### src/inc/mrs_pkg.sv
// shared constants for the manual relay stepper and error queue
package mrs_pkg;
   localparam int NUM_CH = 6;                      // channel positions per relay
   localparam int QDEPTH = 10;                     // error queue depth
   localparam logic [2:0] FOUR_POLE_FIRST = 3'h1;  // first used index in 4-pole mode (ch2)
   localparam logic [2:0] FOUR_POLE_LAST = 3'h5;   // last used index in 4-pole mode (ch6)
   localparam logic [2:0] FOUR_POLE_SKIP = 3'h3;   // unused middle index in 4-pole mode (ch4)
   localparam logic [2:0] SIX_POLE_LAST = 3'h5;    // last used index in 6-pole mode (ch6)
   localparam logic [2:0] CH_NONE = 3'h7;          // no channel closed
   localparam logic signed [11:0] CODE_NO_ERROR = 12'sh000;   // +000
   localparam logic signed [11:0] CODE_OVERFLOW = -12'sd350;  // queue overflow
   localparam logic signed [11:0] CODE_INTERNAL = 12'sd900;   // internal system error
   typedef enum logic [1:0] {MRS_CLS_NONE, MRS_CLS_ERR, MRS_CLS_STAT, MRS_CLS_SYS} mrs_cls_t;
   typedef enum logic [2:0] {
      MRS_GRP_OTHER, MRS_GRP_QUERY, MRS_GRP_HEADER, MRS_GRP_CHAR, MRS_GRP_STRING,
      MRS_GRP_NUMERIC
   } mrs_grp_t;
endpackage

### src/verilog/mrs_relay_ctl.sv
// one relay's manual control: open-all and stepping through used channels
`timescale 1ns/1ps
module mrs_relay_ctl import mrs_pkg::*; (
   input wire logic clk_sys,             // system clock
   input wire logic sys_rst,             // async reset, active high
   input wire logic open_pulse,          // one-cycle open-all request
   input wire logic step_pulse,          // one-cycle step request
   input wire logic host_close,          // host closes host_ch this cycle
   input wire logic [2:0] host_ch,       // host channel index
   input wire logic host_open_all,       // host open-all, both relays
   input wire logic four_pole,           // relay is a 4-pole type
   output logic [2:0] ch_ff,             // closed channel index, CH_NONE if open
   output logic [NUM_CH-1:0] led_ff,     // channel indicator leds
   output logic [15:0] count_ff          // host closure tally
);
   logic [2:0] first_ch;    // first used channel
   logic [2:0] last_ch;     // last used channel
   logic [2:0] nxt_ch;      // next closed channel
   logic [NUM_CH-1:0] nxt_led;  // one-hot of nxt_ch
   logic [2:0] plus_one;    // index after the closed one
   logic [2:0] step_to;     // next used index, hopping the unused middle one
   logic off_seq;           // closed channel is the last used one or not on the step sequence
   assign first_ch = four_pole ? FOUR_POLE_FIRST : 3'h0;
   assign last_ch = four_pole ? FOUR_POLE_LAST : SIX_POLE_LAST;
   assign plus_one = 3'(ch_ff + 3'h1);
   assign step_to = (four_pole && plus_one == FOUR_POLE_SKIP) ? 3'(plus_one + 3'h1) : plus_one;
   // open, last or unused positions restart at the first used channel
   assign off_seq = (ch_ff == CH_NONE) || (ch_ff >= last_ch) || (ch_ff < first_ch) ||
                    (four_pole && ch_ff == FOUR_POLE_SKIP);
   // open wins over step; a single closed channel means the old one opens on the same edge the new one closes
   assign nxt_ch = (open_pulse | host_open_all) ? CH_NONE :
                   step_pulse ? (off_seq ? first_ch : step_to) :
                   host_close ? host_ch : ch_ff;
   // leds mirror the closed channel, all dark when open
   always_comb begin
      nxt_led = '0;
      if (nxt_ch != CH_NONE) begin
         nxt_led[nxt_ch] = 1'b1;
      end
   end
   // state registers
   always_ff @(posedge clk_sys or posedge sys_rst) begin
      if (sys_rst) begin
         ch_ff <= CH_NONE;
         led_ff <= '0;
      end else begin
         ch_ff <= nxt_ch;
         led_ff <= nxt_led;
      end
   end
   // only host closures are tallied; manual steps leave the count alone
   always_ff @(posedge clk_sys or posedge sys_rst) begin
      if (sys_rst) begin
         count_ff <= 16'h0000;
      end else if (host_close && !open_pulse && !step_pulse && !host_open_all) begin
         count_ff <= count_ff + 16'h0001;
      end
   end
   // no skipped channel closes on a step in 4-pole mode
   property p_skip;
      @(posedge clk_sys) disable iff (sys_rst)
      (four_pole && $rose(step_pulse)) |=> (ch_ff != 3'h0 && ch_ff != FOUR_POLE_SKIP);
   endproperty
   a_skip: assert property (p_skip) else $error("skipped channel closed");
   property p_step_cnt;
      @(posedge clk_sys) disable iff (sys_rst)
      step_pulse |=> $stable(count_ff);
   endproperty
   a_step_cnt: assert property (p_step_cnt) else $error("manual step counted");
   property p_open_led;
      @(posedge clk_sys) disable iff (sys_rst)
      open_pulse |=> (led_ff == '0 && ch_ff == CH_NONE);
   endproperty
   a_open_led: assert property (p_open_led) else $error("leds lit after open");
endmodule

### src/verilog/mrs_top.sv
// manual relay stepper with error classification and error queue
`timescale 1ns/1ps
module mrs_top import mrs_pkg::*; #(
   parameter int DEPTH = QDEPTH  // error queue depth
) (
   input wire logic clk_sys,               // system clock, 10 MHz
   input wire logic sys_rst,               // async reset, active high
   input wire logic sw1_open,              // switch beside relay 1, open-all side
   input wire logic sw1_step,              // switch beside relay 1, step side
   input wire logic sw2_open,              // switch beside relay 2, open-all side
   input wire logic sw2_step,              // switch beside relay 2, step side
   input wire logic four_pole_out,         // output relay is 4-pole
   input wire logic four_pole_in,          // input relay is 4-pole
   input wire logic host_open_all,         // host open-all pulse
   input wire logic host_close_out,        // host close pulse, output relay
   input wire logic host_close_in,         // host close pulse, input relay
   input wire logic [2:0] host_ch,         // host channel index
   input wire logic err_valid,             // error event pulse
   input wire logic signed [11:0] err_code, // event code, signed
   input wire logic q_read,                // queue read pulse
   input wire logic q_clear,               // queue clear pulse
   input wire logic stat_enable,           // set to let status messages in
   input wire logic err_enable,            // set to let error messages in
   input wire logic en_write,              // load stat_enable/err_enable
   output logic [2:0] out_ch_ff,           // output relay closed channel
   output logic [2:0] in_ch_ff,            // input relay closed channel
   output logic [NUM_CH-1:0] out_led_ff,   // output relay leds
   output logic [NUM_CH-1:0] in_led_ff,    // input relay leds
   output logic [15:0] out_count_ff,       // output relay host closures
   output logic [15:0] in_count_ff,        // input relay host closures
   output logic signed [11:0] q_data_ff,   // oldest code, valid after read
   output logic [1:0] q_cls_ff,            // class of q_data_ff
   output logic [2:0] q_grp_ff,            // fault group of q_data_ff
   output logic q_rvalid_ff,               // read answer pulse
   output logic [3:0] q_count_ff           // entries in the queue
);
   // three-stage sync per switch line; stages 2 and 3 agreeing gives the level
   logic [3:0] sw_raw;      // raw switch pins
   logic [3:0] s1_ff;       // first stage
   logic [3:0] s2_ff;       // second stage
   logic [3:0] s3_ff;       // third stage
   logic [3:0] lvl_ff;      // accepted level
   logic [3:0] nxt_lvl;     // next accepted level
   logic [3:0] press;       // one-cycle press pulses
   assign sw_raw = {sw2_step, sw2_open, sw1_step, sw1_open};
   genvar gi;
   generate
      for (gi = 0; gi < 4; gi++) begin : g_sync
         assign nxt_lvl[gi] = (s2_ff[gi] == s3_ff[gi]) ? s3_ff[gi] : lvl_ff[gi];
      end
   endgenerate
   assign press = nxt_lvl & ~lvl_ff;  // one push gives one pulse
   // synchroniser chain
   always_ff @(posedge clk_sys or posedge sys_rst) begin
      if (sys_rst) begin
         s1_ff <= 4'h0;
         s2_ff <= 4'h0;
         s3_ff <= 4'h0;
         lvl_ff <= 4'h0;
      end else begin
         s1_ff <= sw_raw;
         s2_ff <= s1_ff;
         s3_ff <= s2_ff;
         lvl_ff <= nxt_lvl;
      end
   end

   // switch 1 steers the output relay, switch 2 the input relay
   mrs_relay_ctl u_out (
      .clk_sys(clk_sys),
      .sys_rst(sys_rst),
      .open_pulse(press[0]),
      .step_pulse(press[1]),
      .host_close(host_close_out),
      .host_ch(host_ch),
      .host_open_all(host_open_all),
      .four_pole(four_pole_out),
      .ch_ff(out_ch_ff),
      .led_ff(out_led_ff),
      .count_ff(out_count_ff)
   );
   mrs_relay_ctl u_in (
      .clk_sys(clk_sys),
      .sys_rst(sys_rst),
      .open_pulse(press[2]),
      .step_pulse(press[3]),
      .host_close(host_close_in),
      .host_ch(host_ch),
      .host_open_all(host_open_all),
      .four_pole(four_pole_in),
      .ch_ff(in_ch_ff),
      .led_ff(in_led_ff),
      .count_ff(in_count_ff)
   );

   // class of a code: overflow is system class, zero is status, rest errors
   function automatic mrs_cls_t classify(input logic signed [11:0] c);
      if (c == CODE_OVERFLOW) return MRS_CLS_SYS;
      if (c == CODE_NO_ERROR) return MRS_CLS_STAT;
      return MRS_CLS_ERR;
   endfunction
   // fault group of a code, by listed code values; unlisted codes are other
   function automatic mrs_grp_t group_of(input logic signed [11:0] c);
      if (c == -12'sd440 || c == -12'sd430 || c == -12'sd420 || c == -12'sd410)
         return MRS_GRP_QUERY;
      if (c >= -12'sd113 && c <= -12'sd110) return MRS_GRP_HEADER;
      if (c == -12'sd148 || c == -12'sd144 || c == -12'sd141 || c == -12'sd140)
         return MRS_GRP_CHAR;
      if (c == -12'sd158 || c == -12'sd154 || c == -12'sd151 || c == -12'sd150)
         return MRS_GRP_STRING;
      if (c == -12'sd128 || c == -12'sd124 || c == -12'sd123 || c == -12'sd121 ||
          c == -12'sd120)
         return MRS_GRP_NUMERIC;
      return MRS_GRP_OTHER;
   endfunction

   // enable flags: status off and errors on out of reset
   logic stat_en_ff;  // status messages admitted
   logic err_en_ff;   // error messages admitted
   always_ff @(posedge clk_sys or posedge sys_rst) begin
      if (sys_rst) begin
         stat_en_ff <= 1'b0;
         err_en_ff <= 1'b1;
      end else if (en_write) begin
         stat_en_ff <= stat_enable;
         err_en_ff <= err_enable;
      end
   end

   // error queue; fed only by err_valid, never by the switches
   logic signed [11:0] mem [DEPTH];  // stored codes
   logic [3:0] rd_ptr_ff;            // oldest entry
   logic [3:0] wr_ptr_ff;            // next free entry
   logic [3:0] nxt_count;            // next occupancy
   mrs_cls_t in_cls;                 // class of incoming code
   logic admit;                      // incoming code enabled
   logic do_push;                    // write this cycle
   logic do_pop;                     // pop this cycle
   logic last_slot;                  // one free slot left
   logic signed [11:0] wr_code;      // code actually written
   assign in_cls = classify(err_code);
   assign admit = err_valid && ((in_cls == MRS_CLS_STAT) ? stat_en_ff : err_en_ff);
   assign do_pop = q_read && (q_count_ff != 4'h0);
   // full queue with no pop drops new events; overflow stands last if a lone push filled it
   assign do_push = admit && (q_count_ff < 4'(DEPTH) || do_pop);
   assign last_slot = (q_count_ff == 4'(DEPTH - 1)) && !do_pop;
   assign wr_code = last_slot ? CODE_OVERFLOW : err_code;
   assign nxt_count = 4'(q_count_ff + {3'h0, do_push} - {3'h0, do_pop});

   // ring pointers wrap at DEPTH
   function automatic logic [3:0] inc_ptr(input logic [3:0] p);
      return (p == 4'(DEPTH - 1)) ? 4'h0 : 4'(p + 4'h1);
   endfunction

   // storage write, no reset needed on data
   always_ff @(posedge clk_sys) begin
      if (do_push && !q_clear) begin
         mem[wr_ptr_ff] <= wr_code;
      end
   end
   // pointers and occupancy
   always_ff @(posedge clk_sys or posedge sys_rst) begin
      if (sys_rst) begin
         rd_ptr_ff <= 4'h0;
         wr_ptr_ff <= 4'h0;
         q_count_ff <= 4'h0;
      end else if (q_clear) begin
         rd_ptr_ff <= 4'h0;
         wr_ptr_ff <= 4'h0;
         q_count_ff <= 4'h0;
      end else begin
         if (do_push) wr_ptr_ff <= inc_ptr(wr_ptr_ff);
         if (do_pop) rd_ptr_ff <= inc_ptr(rd_ptr_ff);
         q_count_ff <= nxt_count;
      end
   end
   // read answer; an empty queue answers no-error
   logic signed [11:0] rd_code;  // code returned on read
   assign rd_code = do_pop ? mem[rd_ptr_ff] : CODE_NO_ERROR;
   always_ff @(posedge clk_sys or posedge sys_rst) begin
      if (sys_rst) begin
         q_data_ff <= CODE_NO_ERROR;
         q_cls_ff <= MRS_CLS_NONE;
         q_grp_ff <= MRS_GRP_OTHER;
         q_rvalid_ff <= 1'b0;
      end else begin
         q_rvalid_ff <= q_read;
         if (q_read) begin
            q_data_ff <= rd_code;
            q_cls_ff <= classify(rd_code);
            q_grp_ff <= group_of(rd_code);
         end
      end
   end

   // manual presses never reach the queue
   property p_manual_status;
      @(posedge clk_sys) disable iff (sys_rst)
      (|press && !err_valid && !q_read && !q_clear) |=> $stable(q_count_ff);
   endproperty
   a_manual_status: assert property (p_manual_status) else $error("switch moved queue");
   property p_depth;
      @(posedge clk_sys) disable iff (sys_rst)
      q_count_ff <= 4'(DEPTH);
   endproperty
   a_depth: assert property (p_depth) else $error("queue over depth");
   property p_stat_block;
      @(posedge clk_sys) disable iff (sys_rst)
      (err_valid && err_code == CODE_NO_ERROR && !stat_en_ff && !q_read && !q_clear)
         |=> $stable(q_count_ff);
   endproperty
   a_stat_block: assert property (p_stat_block) else $error("status msg queued");
   property p_empty_read;
      @(posedge clk_sys) disable iff (sys_rst)
      (q_read && q_count_ff == 4'h0) |=> (q_rvalid_ff && q_data_ff == CODE_NO_ERROR);
   endproperty
   a_empty_read: assert property (p_empty_read) else $error("empty read not zero");
   property p_open_other;
      @(posedge clk_sys) disable iff (sys_rst)
      (press[0] && !press[3] && !press[2] && !host_open_all && !host_close_in)
         |=> (out_ch_ff == CH_NONE && $stable(in_ch_ff));
   endproperty
   a_open_other: assert property (p_open_other) else $error("open-all hit other relay");
   property p_host_open;
      @(posedge clk_sys) disable iff (sys_rst)
      host_open_all |=> (out_ch_ff == CH_NONE && in_ch_ff == CH_NONE);
   endproperty
   a_host_open: assert property (p_host_open) else $error("host open-all missed a relay");
   property p_overflow;
      @(posedge clk_sys) disable iff (sys_rst)
      (do_push && last_slot && !q_clear) |=> (q_count_ff == 4'(DEPTH));
   endproperty
   a_overflow: assert property (p_overflow) else $error("overflow slot wrong");
   property p_grp;
      @(posedge clk_sys) disable iff (sys_rst)
      (q_read && do_pop && mem[rd_ptr_ff] == -12'sd430) |=> (q_grp_ff == MRS_GRP_QUERY);
   endproperty
   a_grp: assert property (p_grp) else $error("query fault misgrouped");
   // input relay open-all leaves the output relay alone
   property p_in_open;
      @(posedge clk_sys) disable iff (sys_rst)
      (press[2] && !press[0] && !press[1] && !host_open_all && !host_close_out)
         |=> (in_ch_ff == CH_NONE && $stable(out_ch_ff));
   endproperty
   a_in_open: assert property (p_in_open) else $error("open-all hit other relay");
   // host open-all darkens every indicator on both relays
   property p_host_dark;
      @(posedge clk_sys) disable iff (sys_rst)
      host_open_all |=> (out_led_ff == '0 && in_led_ff == '0);
   endproperty
   a_host_dark: assert property (p_host_dark) else $error("leds lit after host open");
   // every read is answered one cycle later, empty or not
   property p_rvalid;
      @(posedge clk_sys) disable iff (sys_rst)
      q_read |=> q_rvalid_ff;
   endproperty
   a_rvalid: assert property (p_rvalid) else $error("read not answered");
   // occupancy moves by one per lone push or lone pop
   property p_push_count;
      @(posedge clk_sys) disable iff (sys_rst)
      (do_push && !do_pop && !q_clear) |=> (q_count_ff == 4'($past(q_count_ff) + 4'h1));
   endproperty
   a_push_count: assert property (p_push_count) else $error("push not counted");
   property p_pop_count;
      @(posedge clk_sys) disable iff (sys_rst)
      (do_pop && !do_push && !q_clear) |=> (q_count_ff == 4'($past(q_count_ff) - 4'h1));
   endproperty
   a_pop_count: assert property (p_pop_count) else $error("pop not counted");
   // clear empties the queue in one cycle, whatever else arrives
   property p_clear;
      @(posedge clk_sys) disable iff (sys_rst)
      q_clear |=> (q_count_ff == 4'h0);
   endproperty
   a_clear: assert property (p_clear) else $error("clear left entries");
   // a full queue with no read drops further events, so the overflow entry stays last if a lone push filled it
   property p_full_drop;
      @(posedge clk_sys) disable iff (sys_rst)
      (err_valid && q_count_ff == 4'(DEPTH) && !q_read && !q_clear)
         |=> (q_count_ff == 4'(DEPTH));
   endproperty
   a_full_drop: assert property (p_full_drop) else $error("full queue grew");
   // a disabled error class keeps error codes out
   property p_err_block;
      @(posedge clk_sys) disable iff (sys_rst)
      (err_valid && err_code != CODE_NO_ERROR && !err_en_ff && !q_read && !q_clear)
         |=> $stable(q_count_ff);
   endproperty
   a_err_block: assert property (p_err_block) else $error("disabled error queued");
   // main scenarios: stepping, skipping, filling and reading back
   c_step: cover property (@(posedge clk_sys) disable iff (sys_rst) press[1] ##3 press[1]);
   c_full: cover property (@(posedge clk_sys) disable iff (sys_rst) q_count_ff == 4'(DEPTH));
   c_read: cover property (@(posedge clk_sys) disable iff (sys_rst) do_pop ##1 q_rvalid_ff);
   c_skip: cover property (@(posedge clk_sys) disable iff (sys_rst)
      (four_pole_in && press[3]) ##1 (in_ch_ff == 3'h4));
   c_ovf_read: cover property (@(posedge clk_sys) disable iff (sys_rst)
      q_rvalid_ff && q_data_ff == CODE_OVERFLOW);
endmodule
### config.mk
export PLATFORM = sky130hd
export DESIGN_NAME = mrs_top
export DESIGN_NICKNAME = d
export VERILOG_FILES = /design/src/inc/mrs_pkg.sv /design/src/verilog/mrs_relay_ctl.sv /design/src/verilog/mrs_top.sv
export SDC_FILE = /design/constraint.sdc
export NUM_CORES = 1
export LEC_CHECK = 0
export BUFFER_PORTS_ARGS = -buffer_cell sky130_fd_sc_hd__buf_2
export CELL_PAD_IN_SITES_DETAIL_PLACEMENT = 0
export CELL_PAD_IN_SITES_GLOBAL_PLACEMENT = 1
export CORE_ASPECT_RATIO = 0.7
export CORE_UTILIZATION = 44
export DETAILED_ROUTE_END_ITERATION = 16
export GPL_TIMING_DRIVEN = 0
export MAX_ROUTING_LAYER = met4
export PLACE_DENSITY = 0.73
export SETUP_SLACK_MARGIN = 0.2
export SYNTH_ARGS = -nofsm -noshare
export SYNTH_HDL_FRONTEND = slang
export SYNTH_SLANG_ARGS = --single-unit
### constraint.sdc
create_clock -name clk_sys -period 2.8 [get_ports clk_sys]
set_input_delay 0.28 -clock clk_sys [delete_from_list [all_inputs] [get_ports clk_sys]]
set_output_delay 0.28 -clock clk_sys [all_outputs]
set_load 0.005 [all_outputs]
==> impl_metrics.sql, run 1 <==
INSERT INTO impl_metrics (metric_group, metric, value, unit) VALUES
('global_route', 'first_pass_grt_wire_length', '35200', 'µm'),
('synth', 'synth_sequential_area_ratio', '0.641', ''),
('global_route', 'gr-usage-met3', '0.0427', ''),
('worst_setup_path', 'cp_data_required_time', '3220', 'ps'),
('synth', 'post-synth-top-area-cell', 'edfxtp_1', ''),
('die', 'start_util', '0.453', ''),
('timing', 'grt_setup_unrepaired', 'yes', ''),
('clocking', 'tritoncts_num_sinks', '218', ''),
('timing', 'worst_slew_pin_slew', '816', 'ps'),
('worst_setup_path', 'critical_path_class', 'flop to flop', ''),
('worst_setup_path', 'ff2ff_setup_slack', '120', 'ps'),
('synth', 'syn-instance-count', '693', ''),
('pwr', 'worst_vdd_rail_ir_drop', '0.452', 'mV'),
('die', 'die-height', '125', 'µm'),
('global_route', 'global_route_hottest_layer', 'met1', ''),
('die', 'core', '20900', 'µm²'),
('cells_and_area', 'areaGrowthSynthToFinish', '23.9', '%'),
('cells_and_area', 'final_cells', '1146', ''),
('synth', 'synth_edf_count', '120', ''),
('timing', 'worst_hold_slack', '37.2', 'ps'),
('run', 'maxCapViolations', '0', ''),
('synth', 'synth_area', '9470', 'µm²'),
('cells_and_area', 'leading_cell_type_in_the_layout_fill_and_taps_excluded', 'edfxtp_1', ''),
('synth', 'synth_nets', '746', ''),
('timing', 'period_needed', '2680', 'ps'),
('worst_setup_path', 'critPathMaxFanout', '6', ''),
('placed_design', 'gpl.final_weighted_congestion', '0.863', ''),
('placed_design', 'dpl_worst_slack', '-826', 'ps'),
('worst_setup_path', 'critical_path_arrival', '3100', 'ps'),
('global_route', 'grt_start_max_net_pins', '43', ''),
('synth', 'netlist-cell-type-count', '67', ''),
('global_route', 'globalRoute.totalOverflow', '0', ''),
('clocking', 'insertion_delay', '500', 'ps'),
('clocking', 'cts-buffers-inserted', '22', ''),
('timing', 'setup-violations-final', '0', ''),
('timing', 'period_share', '0.959', ''),
('pwr', 'power_leakage', '4.68', 'nW'),
('placed_design', 'place.port_buffers', '103', ''),
('synth', 'area_share_of_the_largest_cell_type_after_synthesis', '0.381', ''),
('placed_design', 'detailed_place_hpwl', '15800', 'µm'),
('pwr', 'power_per_cell_area', '786', 'nW/µm²'),
('cells_and_area', 'final_layout_net_count', '908', ''),
('timing', 'finalSetupTns', '0', 'ps'),
('timing', 'max_freq', '372', 'MHz'),
('clocking', 'cts.root.buffer_cell', 'clkbuf_16', ''),
('cells_and_area', 'diodes', '0', ''),
('die', 'floorplan.io_pins', '104', ''),
('synth', 'asr_flop_ratio_synth', '0.450', ''),
('timing', 'timing.final.max_slew_violations', '0', ''),
('worst_setup_path', 'startpoint_type', 'flop', ''),
('timing', 'layout_setup_ws', '115', 'ps'),
('synth', 'syn-mean-instance-area', '13.7', 'µm²'),
('global_route', 'antenna_found_initial', '0', ''),
('route', 'drtPass1Iterations', '5', ''),
('clocking', 'tritoncts', 'yes', ''),
('cells_and_area', 'post_route_utilization', '0.561', ''),
('synth', 'synth_top_cells_by_area', 'edfxtp_1, dfrtp_1, mux2i_1, mux4_2, xnor2_1', ''),
('worst_hold_path', 'worstHoldPathType', 'input pin to flop', ''),
('route', 'drt_iter0_markers', '509', ''),
('route', 'detail_route.wl_per_cell', '19.8', 'µm'),
('route', 'drc', '0', ''),
('route', 'vias', '6303', ''),
('route', 'totalWireLength', '22700', 'µm'),
('cells_and_area', 'finalInstanceArea', '11700', 'µm²'),
('placed_design', 'detailed_place.area', '10400', 'µm²'),
('global_route', 'via_count_of_the_first_global_routing_pass', '6392', ''),
('outcome', 'outcome', 'finished, final reports clean', ''),
('clocking', 'cts_max_path_buffers', '3', ''),
('timing', 'hold_violations', '0', ''),
('die', 'fp.dieArea', '22100', 'µm²'),
('global_route', 'grt.met1_usage', '0.312', '');
-- metal layers --
metal	wire length (µm)	vias to the layer above
li1	-	2886
met1	10700	3161
met2	10000	224
met3	1590	32
met4	430	0
met5	0	-
-- worst paths after layout --
path	to	depth (start not counted)	from
max	q_grp_ff[0]$_DFFE_PP0P_	10	rd_ptr_ff[0]$_DFFE_PP0P_
min	q_count_ff[0]$_DFF_PP0_	2	q_clear
max reg2reg	q_grp_ff[0]$_DFFE_PP0P_	10	rd_ptr_ff[0]$_DFFE_PP0P_
min reg2reg	s2_ff[3]$_DFF_PP0_	0	s1_ff[3]$_DFF_PP0_
max in group asynchronous	err_en_ff$_DFFE_PP1P_	5	sys_rst
min in group asynchronous	u_out.count_ff[14]$_DFFE_PP0P_	3	sys_rst
-- critical path, stage by stage, from the launching register on --
cell and delay (ps):
dfrtp_2 460, buf_4 170, mux4_1 330, o2bb2ai_1 60
o31a_1 240, buf_4 170, or2_1 200, clkbuf_1 180
nor4_2 400, o21ai_1 150, a41oi_1 220
-- registers in the layout, indices dropped and copies added, names as in the netlist --
name / cells
err_en_ff: 1
rd_ptr_ff: 4
u_out.ch_ff: 3
q_count_ff: 4
u_out.count_ff: 16
lvl_ff: 4
s3_ff: 4
u_out.led_ff: 6
u_in.led_ff: 6
wr_ptr_ff: 4
mem: 120
q_data_ff: 12
s1_ff: 4
u_in.ch_ff: 3
stat_en_ff: 1
u_in.count_ff: 16
q_cls_ff: 2
q_rvalid_ff: 1
s2_ff: 4
q_grp_ff: 3
-- area by class of cell --
cell class	count	area (µm²)
buffer	24	178
clock buffer	27	591
clock inverter	12	105
fill	1687	9190
inverter	26	101
multi-input combinational	425	3400
sequential	218	6070
tap	276	345
timing repair buffer	138	942
-- kinds of logic after synthesis --
family          share of synthesized area
compound gates                     0.0710
xor+xnor                           0.0342
fa+ha+maj                          0.0328
buf+inv                            0.0239
flops                               0.641
mux                                0.0903
simple gates                        0.107
-- timing repair --
action,4_1_cts,5_1_grt
setup endpoints to repair,130,110
hold endpoints to repair,26,0
buffers inserted,12,8
cloned,0,1
gates resized for setup,36,26
pin swaps,6,8
hold buffers,9,0
-- synth_stat cells, types with 8 or more instances --
cell type and instances:
a21oi_1 15, a22o_1 8, clkbuf_1 10, dfrtp_1 91, edfxtp_1 120, ha_1 20
inv_1 26, mux2_2 18, mux2i_1 34, mux4_2 12, nand2_1 54, nand3_1 15
nand4_1 13, nor2_1 46, nor2b_1 19, nor3_1 14, o21ai_0 16, or2_2 8
xnor2_1 29, xor2_1 8
-- where the power goes --
part,internal (mW),switching (mW),leakage [nW],total [mW]
clock,1.68,1.18,0.346,2.86
sequential,3.69,0.249,2.32,3.94
combinational,1.15,1.28,2.01,2.43
Power figures use the tool's default switching activity.
==> run 2: changes to the inputs <==
Settings changed: CORE_UTILIZATION 44 to 45, CTS_BUF_LIST set to sky130_fd_sc_hd__clkbuf_4, PLACE_DENSITY 0.73 to 0.75, TNS_END_PERCENT set to 5.
==> impl_metrics.sql, run 2 (same netlist as run 1, synthesis figures left out) <==
INSERT INTO impl_metrics (metric_group, metric, value, unit) VALUES
('outcome', 'outcome', 'finished, final reports clean', ''),
('clocking', 'tritoncts_num_sinks', '218', ''),
('worst_setup_path', 'cp_data_required_time', '3380', 'ps'),
('die', 'die_x_extent', '175', 'µm'),
('placed_design', 'gpl.final_weighted_congestion', '0.831', ''),
('cells_and_area', 'final_layout_net_count', '946', ''),
('worst_setup_path', 'critical_path_arrival', '3250', 'ps'),
('worst_setup_path', 'ff2ff_setup_slack', '130', 'ps'),
('cells_and_area', 'most-common-layout-cells', 'edfxtp_1, buf_2, dfrtp_1, clkbuf_4, nand2_1', ''),
('cells_and_area', 'final_layout_size_suffix_gt1_frac', '0.344', ''),
('cells_and_area', 'nFillCells', '1666', ''),
('timing', 'setup-violations-final', '0', ''),
('timing', 'layout_setup_ws', '132', 'ps'),
('die', 'start_util', '0.468', ''),
('global_route', 'antenna_found_initial', '1', ''),
('timing', 'timing.final.max_slew_violations', '0', ''),
('route', 'drtPass1Iterations', '4', ''),
('clocking', 'clkSlewWorstSetupHoldPaths', '60', 'ps'),
('cells_and_area', 'final_cells', '1205', ''),
('worst_setup_path', 'critical_path_class', 'flop to flop', ''),
('clocking', 'tritoncts', 'yes', ''),
('clocking', 'insertion_delay', '670', 'ps'),
('worst_setup_path', 'critPathMaxFanout', '4', ''),
('pwr', 'worst_vdd_rail_ir_drop', '0.337', 'mV'),
('placed_design', 'place.port_buffers', '103', ''),
('worst_setup_path', 'launch_point_of_the_critical_path', 'rd_ptr_ff[0]$_DFFE_PP0P_', ''),
('placed_design', 'dpl_worst_slack', '-828', 'ps'),
('timing', 'clock-skew-final', '53.5', 'ps'),
('cells_and_area', 'largest_registers', 'mem: 120 flops, u_in.count_ff: 16 flops, u_out.count_ff: 16 flops', ''),
('die', 'floorplan.io_pins', '104', ''),
('timing', 'max_freq', '375', 'MHz'),
('route', 'totalWireLength', '22500', 'µm'),
('worst_setup_path', 'timing.rr.end', 'q_cls_ff[1]$_DFFE_PP0P_', ''),
('global_route', 'globalRoute.totalOverflow', '0', ''),
('worst_hold_path', 'worstHoldPathType', 'input pin to flop', ''),
('clocking', 'cts-buffers-inserted', '51', ''),
('global_route', 'first_pass_grt_wire_length', '35600', 'µm'),
('route', 'drt_iter0_markers', '469', ''),
('global_route', 'grt_usage', '0.225', ''),
('timing', 'period_share', '0.953', ''),
('placed_design', 'post-place-cells', '1071', ''),
('cells_and_area', 'areaGrowthSynthToFinish', '25.1', '%'),
('route', 'avgViaCountPerCell', '5.34', ''),
('die', 'core', '20200', 'µm²'),
('worst_setup_path', 'crit_end_element', 'flop', ''),
('clocking', 'cts_max_path_buffers', '3', ''),
('timing', 'hold_violations', '0', ''),
('placed_design', 'detailed_place_hpwl', '15500', 'µm'),
('timing', 'grt_setup_unrepaired', 'yes', ''),
('worst_setup_path', 'r2r_cells', '9', ''),
('cells_and_area', 'post_route_utilization', '0.586', ''),
('worst_setup_path', 'startpoint_type', 'flop', ''),
('worst_hold_path', 'hold_path_startpoint', 'err_code[7]', ''),
('run', 'maxCapViolations', '0', ''),
('pwr', 'power', '9.13', 'mW'),
('route', 'drc', '0', ''),
('route', 'vias', '6438', ''),
('global_route', 'via_count_of_the_first_global_routing_pass', '6512', ''),
('pwr', 'power_per_cell_area', '770', 'nW/µm²'),
('pwr', 'power_leakage', '4.80', 'nW'),
('timing', 'finalSetupTns', '0', 'ps'),
('worst_setup_path', 'crit_end', 'q_cls_ff[1]$_DFFE_PP0P_', ''),
('timing', 'worst_slew_pin_slew', '969', 'ps'),
('worst_setup_path', 'crit-reg2reg-launch', 'rd_ptr_ff[0]$_DFFE_PP0P_', ''),
('cells_and_area', 'largest_reg_flops', '120', ''),
('die', 'fp.dieArea', '21600', 'µm²'),
('route', 'drt.antenna.violating_nets', '0', ''),
('global_route', 'grt_start_max_net_pins', '41', ''),
('route', 'detail_route.wl_per_cell', '18.7', 'µm'),
('die', 'die-height', '123', 'µm'),
('timing', 'timing.slew.headroom', '0.353', ''),
('cells_and_area', 'leading_cell_type_in_the_layout_fill_and_taps_excluded', 'edfxtp_1', ''),
('clocking', 'cts.root.buffer_cell', 'clkbuf_4', ''),
('die', 'cell_row_count', '43', ''),
('clocking', 'h-tree-depth', '2', ''),
('cells_and_area', 'max_flop_register', 'mem', ''),
('timing', 'period_needed', '2670', 'ps');
==> run 2: repair_timing <==
item / in CTS / in global routing
buffers inserted: 26 / 0
gates resized for setup: 40 / 35
gates cloned: 1 / 0
endpoints found under the hold margin: 44 / 0
endpoints found under the setup margin: 131 / 80
pin swaps: 17 / 14
hold buffers: 12 / 0
==> run 2: routing by layer <==
layer,vias to the layer above,global-route usage,wire length (µm)
li1,3001,-,-
met1,3191,0.316,10600
met2,204,0.329,10100
met3,42,0.0415,1400
met4,0,0.0810,456
met5,-,-,0
==> run 2: where the power goes <==
| part | switching [mW] | leakage (nW) | internal [mW] |
|---|---|---|---|
| clock | 1.22 | 0.412 | 1.43 |
| combinational | 1.33 | 2.07 | 1.22 |
| sequential | 0.238 | 2.32 | 3.68 |
| total | 2.79 | 4.80 | 6.34 |
==> run 2: final cells by class <==
class                           instances  area (µm²)  share of cell area
Sequential cell                       218        6070               0.512
Multi-Input combinational cell        425        3430               0.289
Timing Repair Buffer                  147        1030              0.0870
Tap cell                              270         338              0.0285
Buffer                                 24         184              0.0155
Clock inverter                         18         125              0.0106
Inverter                               26         101             0.00855
Antenna cell                            1        2.50            0.000211
Clock buffer                           76         571              0.0482
==> run 2: how the worst min path moves through the flow <==
stage | slack, ps | cells after the start | end
after detailed placement | 340 | 0 | s2_ff[2]$_DFF_PP0_
final | 70 | 2 | mem[1][7]$_DFFE_PP_
after global placement | 330 | 0 | s2_ff[1]$_DFF_PP0_
after floorplan | 310 | 0 | q_rvalid_ff$_DFF_PP0_
after global routing | 40 | 2 | mem[8][7]$_DFFE_PP_
after CTS | 20 | 2 | mem[0][7]$_DFFE_PP_
==> run 2: critical path, cell delays in order (launching register included) <==
cell,delay [ps]
dfrtp_2,420
buf_12,130
buf_12,100
mux4_2,490
o22a_1,270
o21ba_4,260
o211ai_4,90
o31a_1,270
or4_1,400
a21oi_1,150
==> run 2: stage by stage <==
step | area (µm²) | hold slack, ps
after floorplan | 9470 | 311
after global placement | 10300 | 332
after detailed placement | 10400 | 336
after CTS | 11700 | 19.5
after global routing | 11800 | 38.0
final | 11800 | 70.8
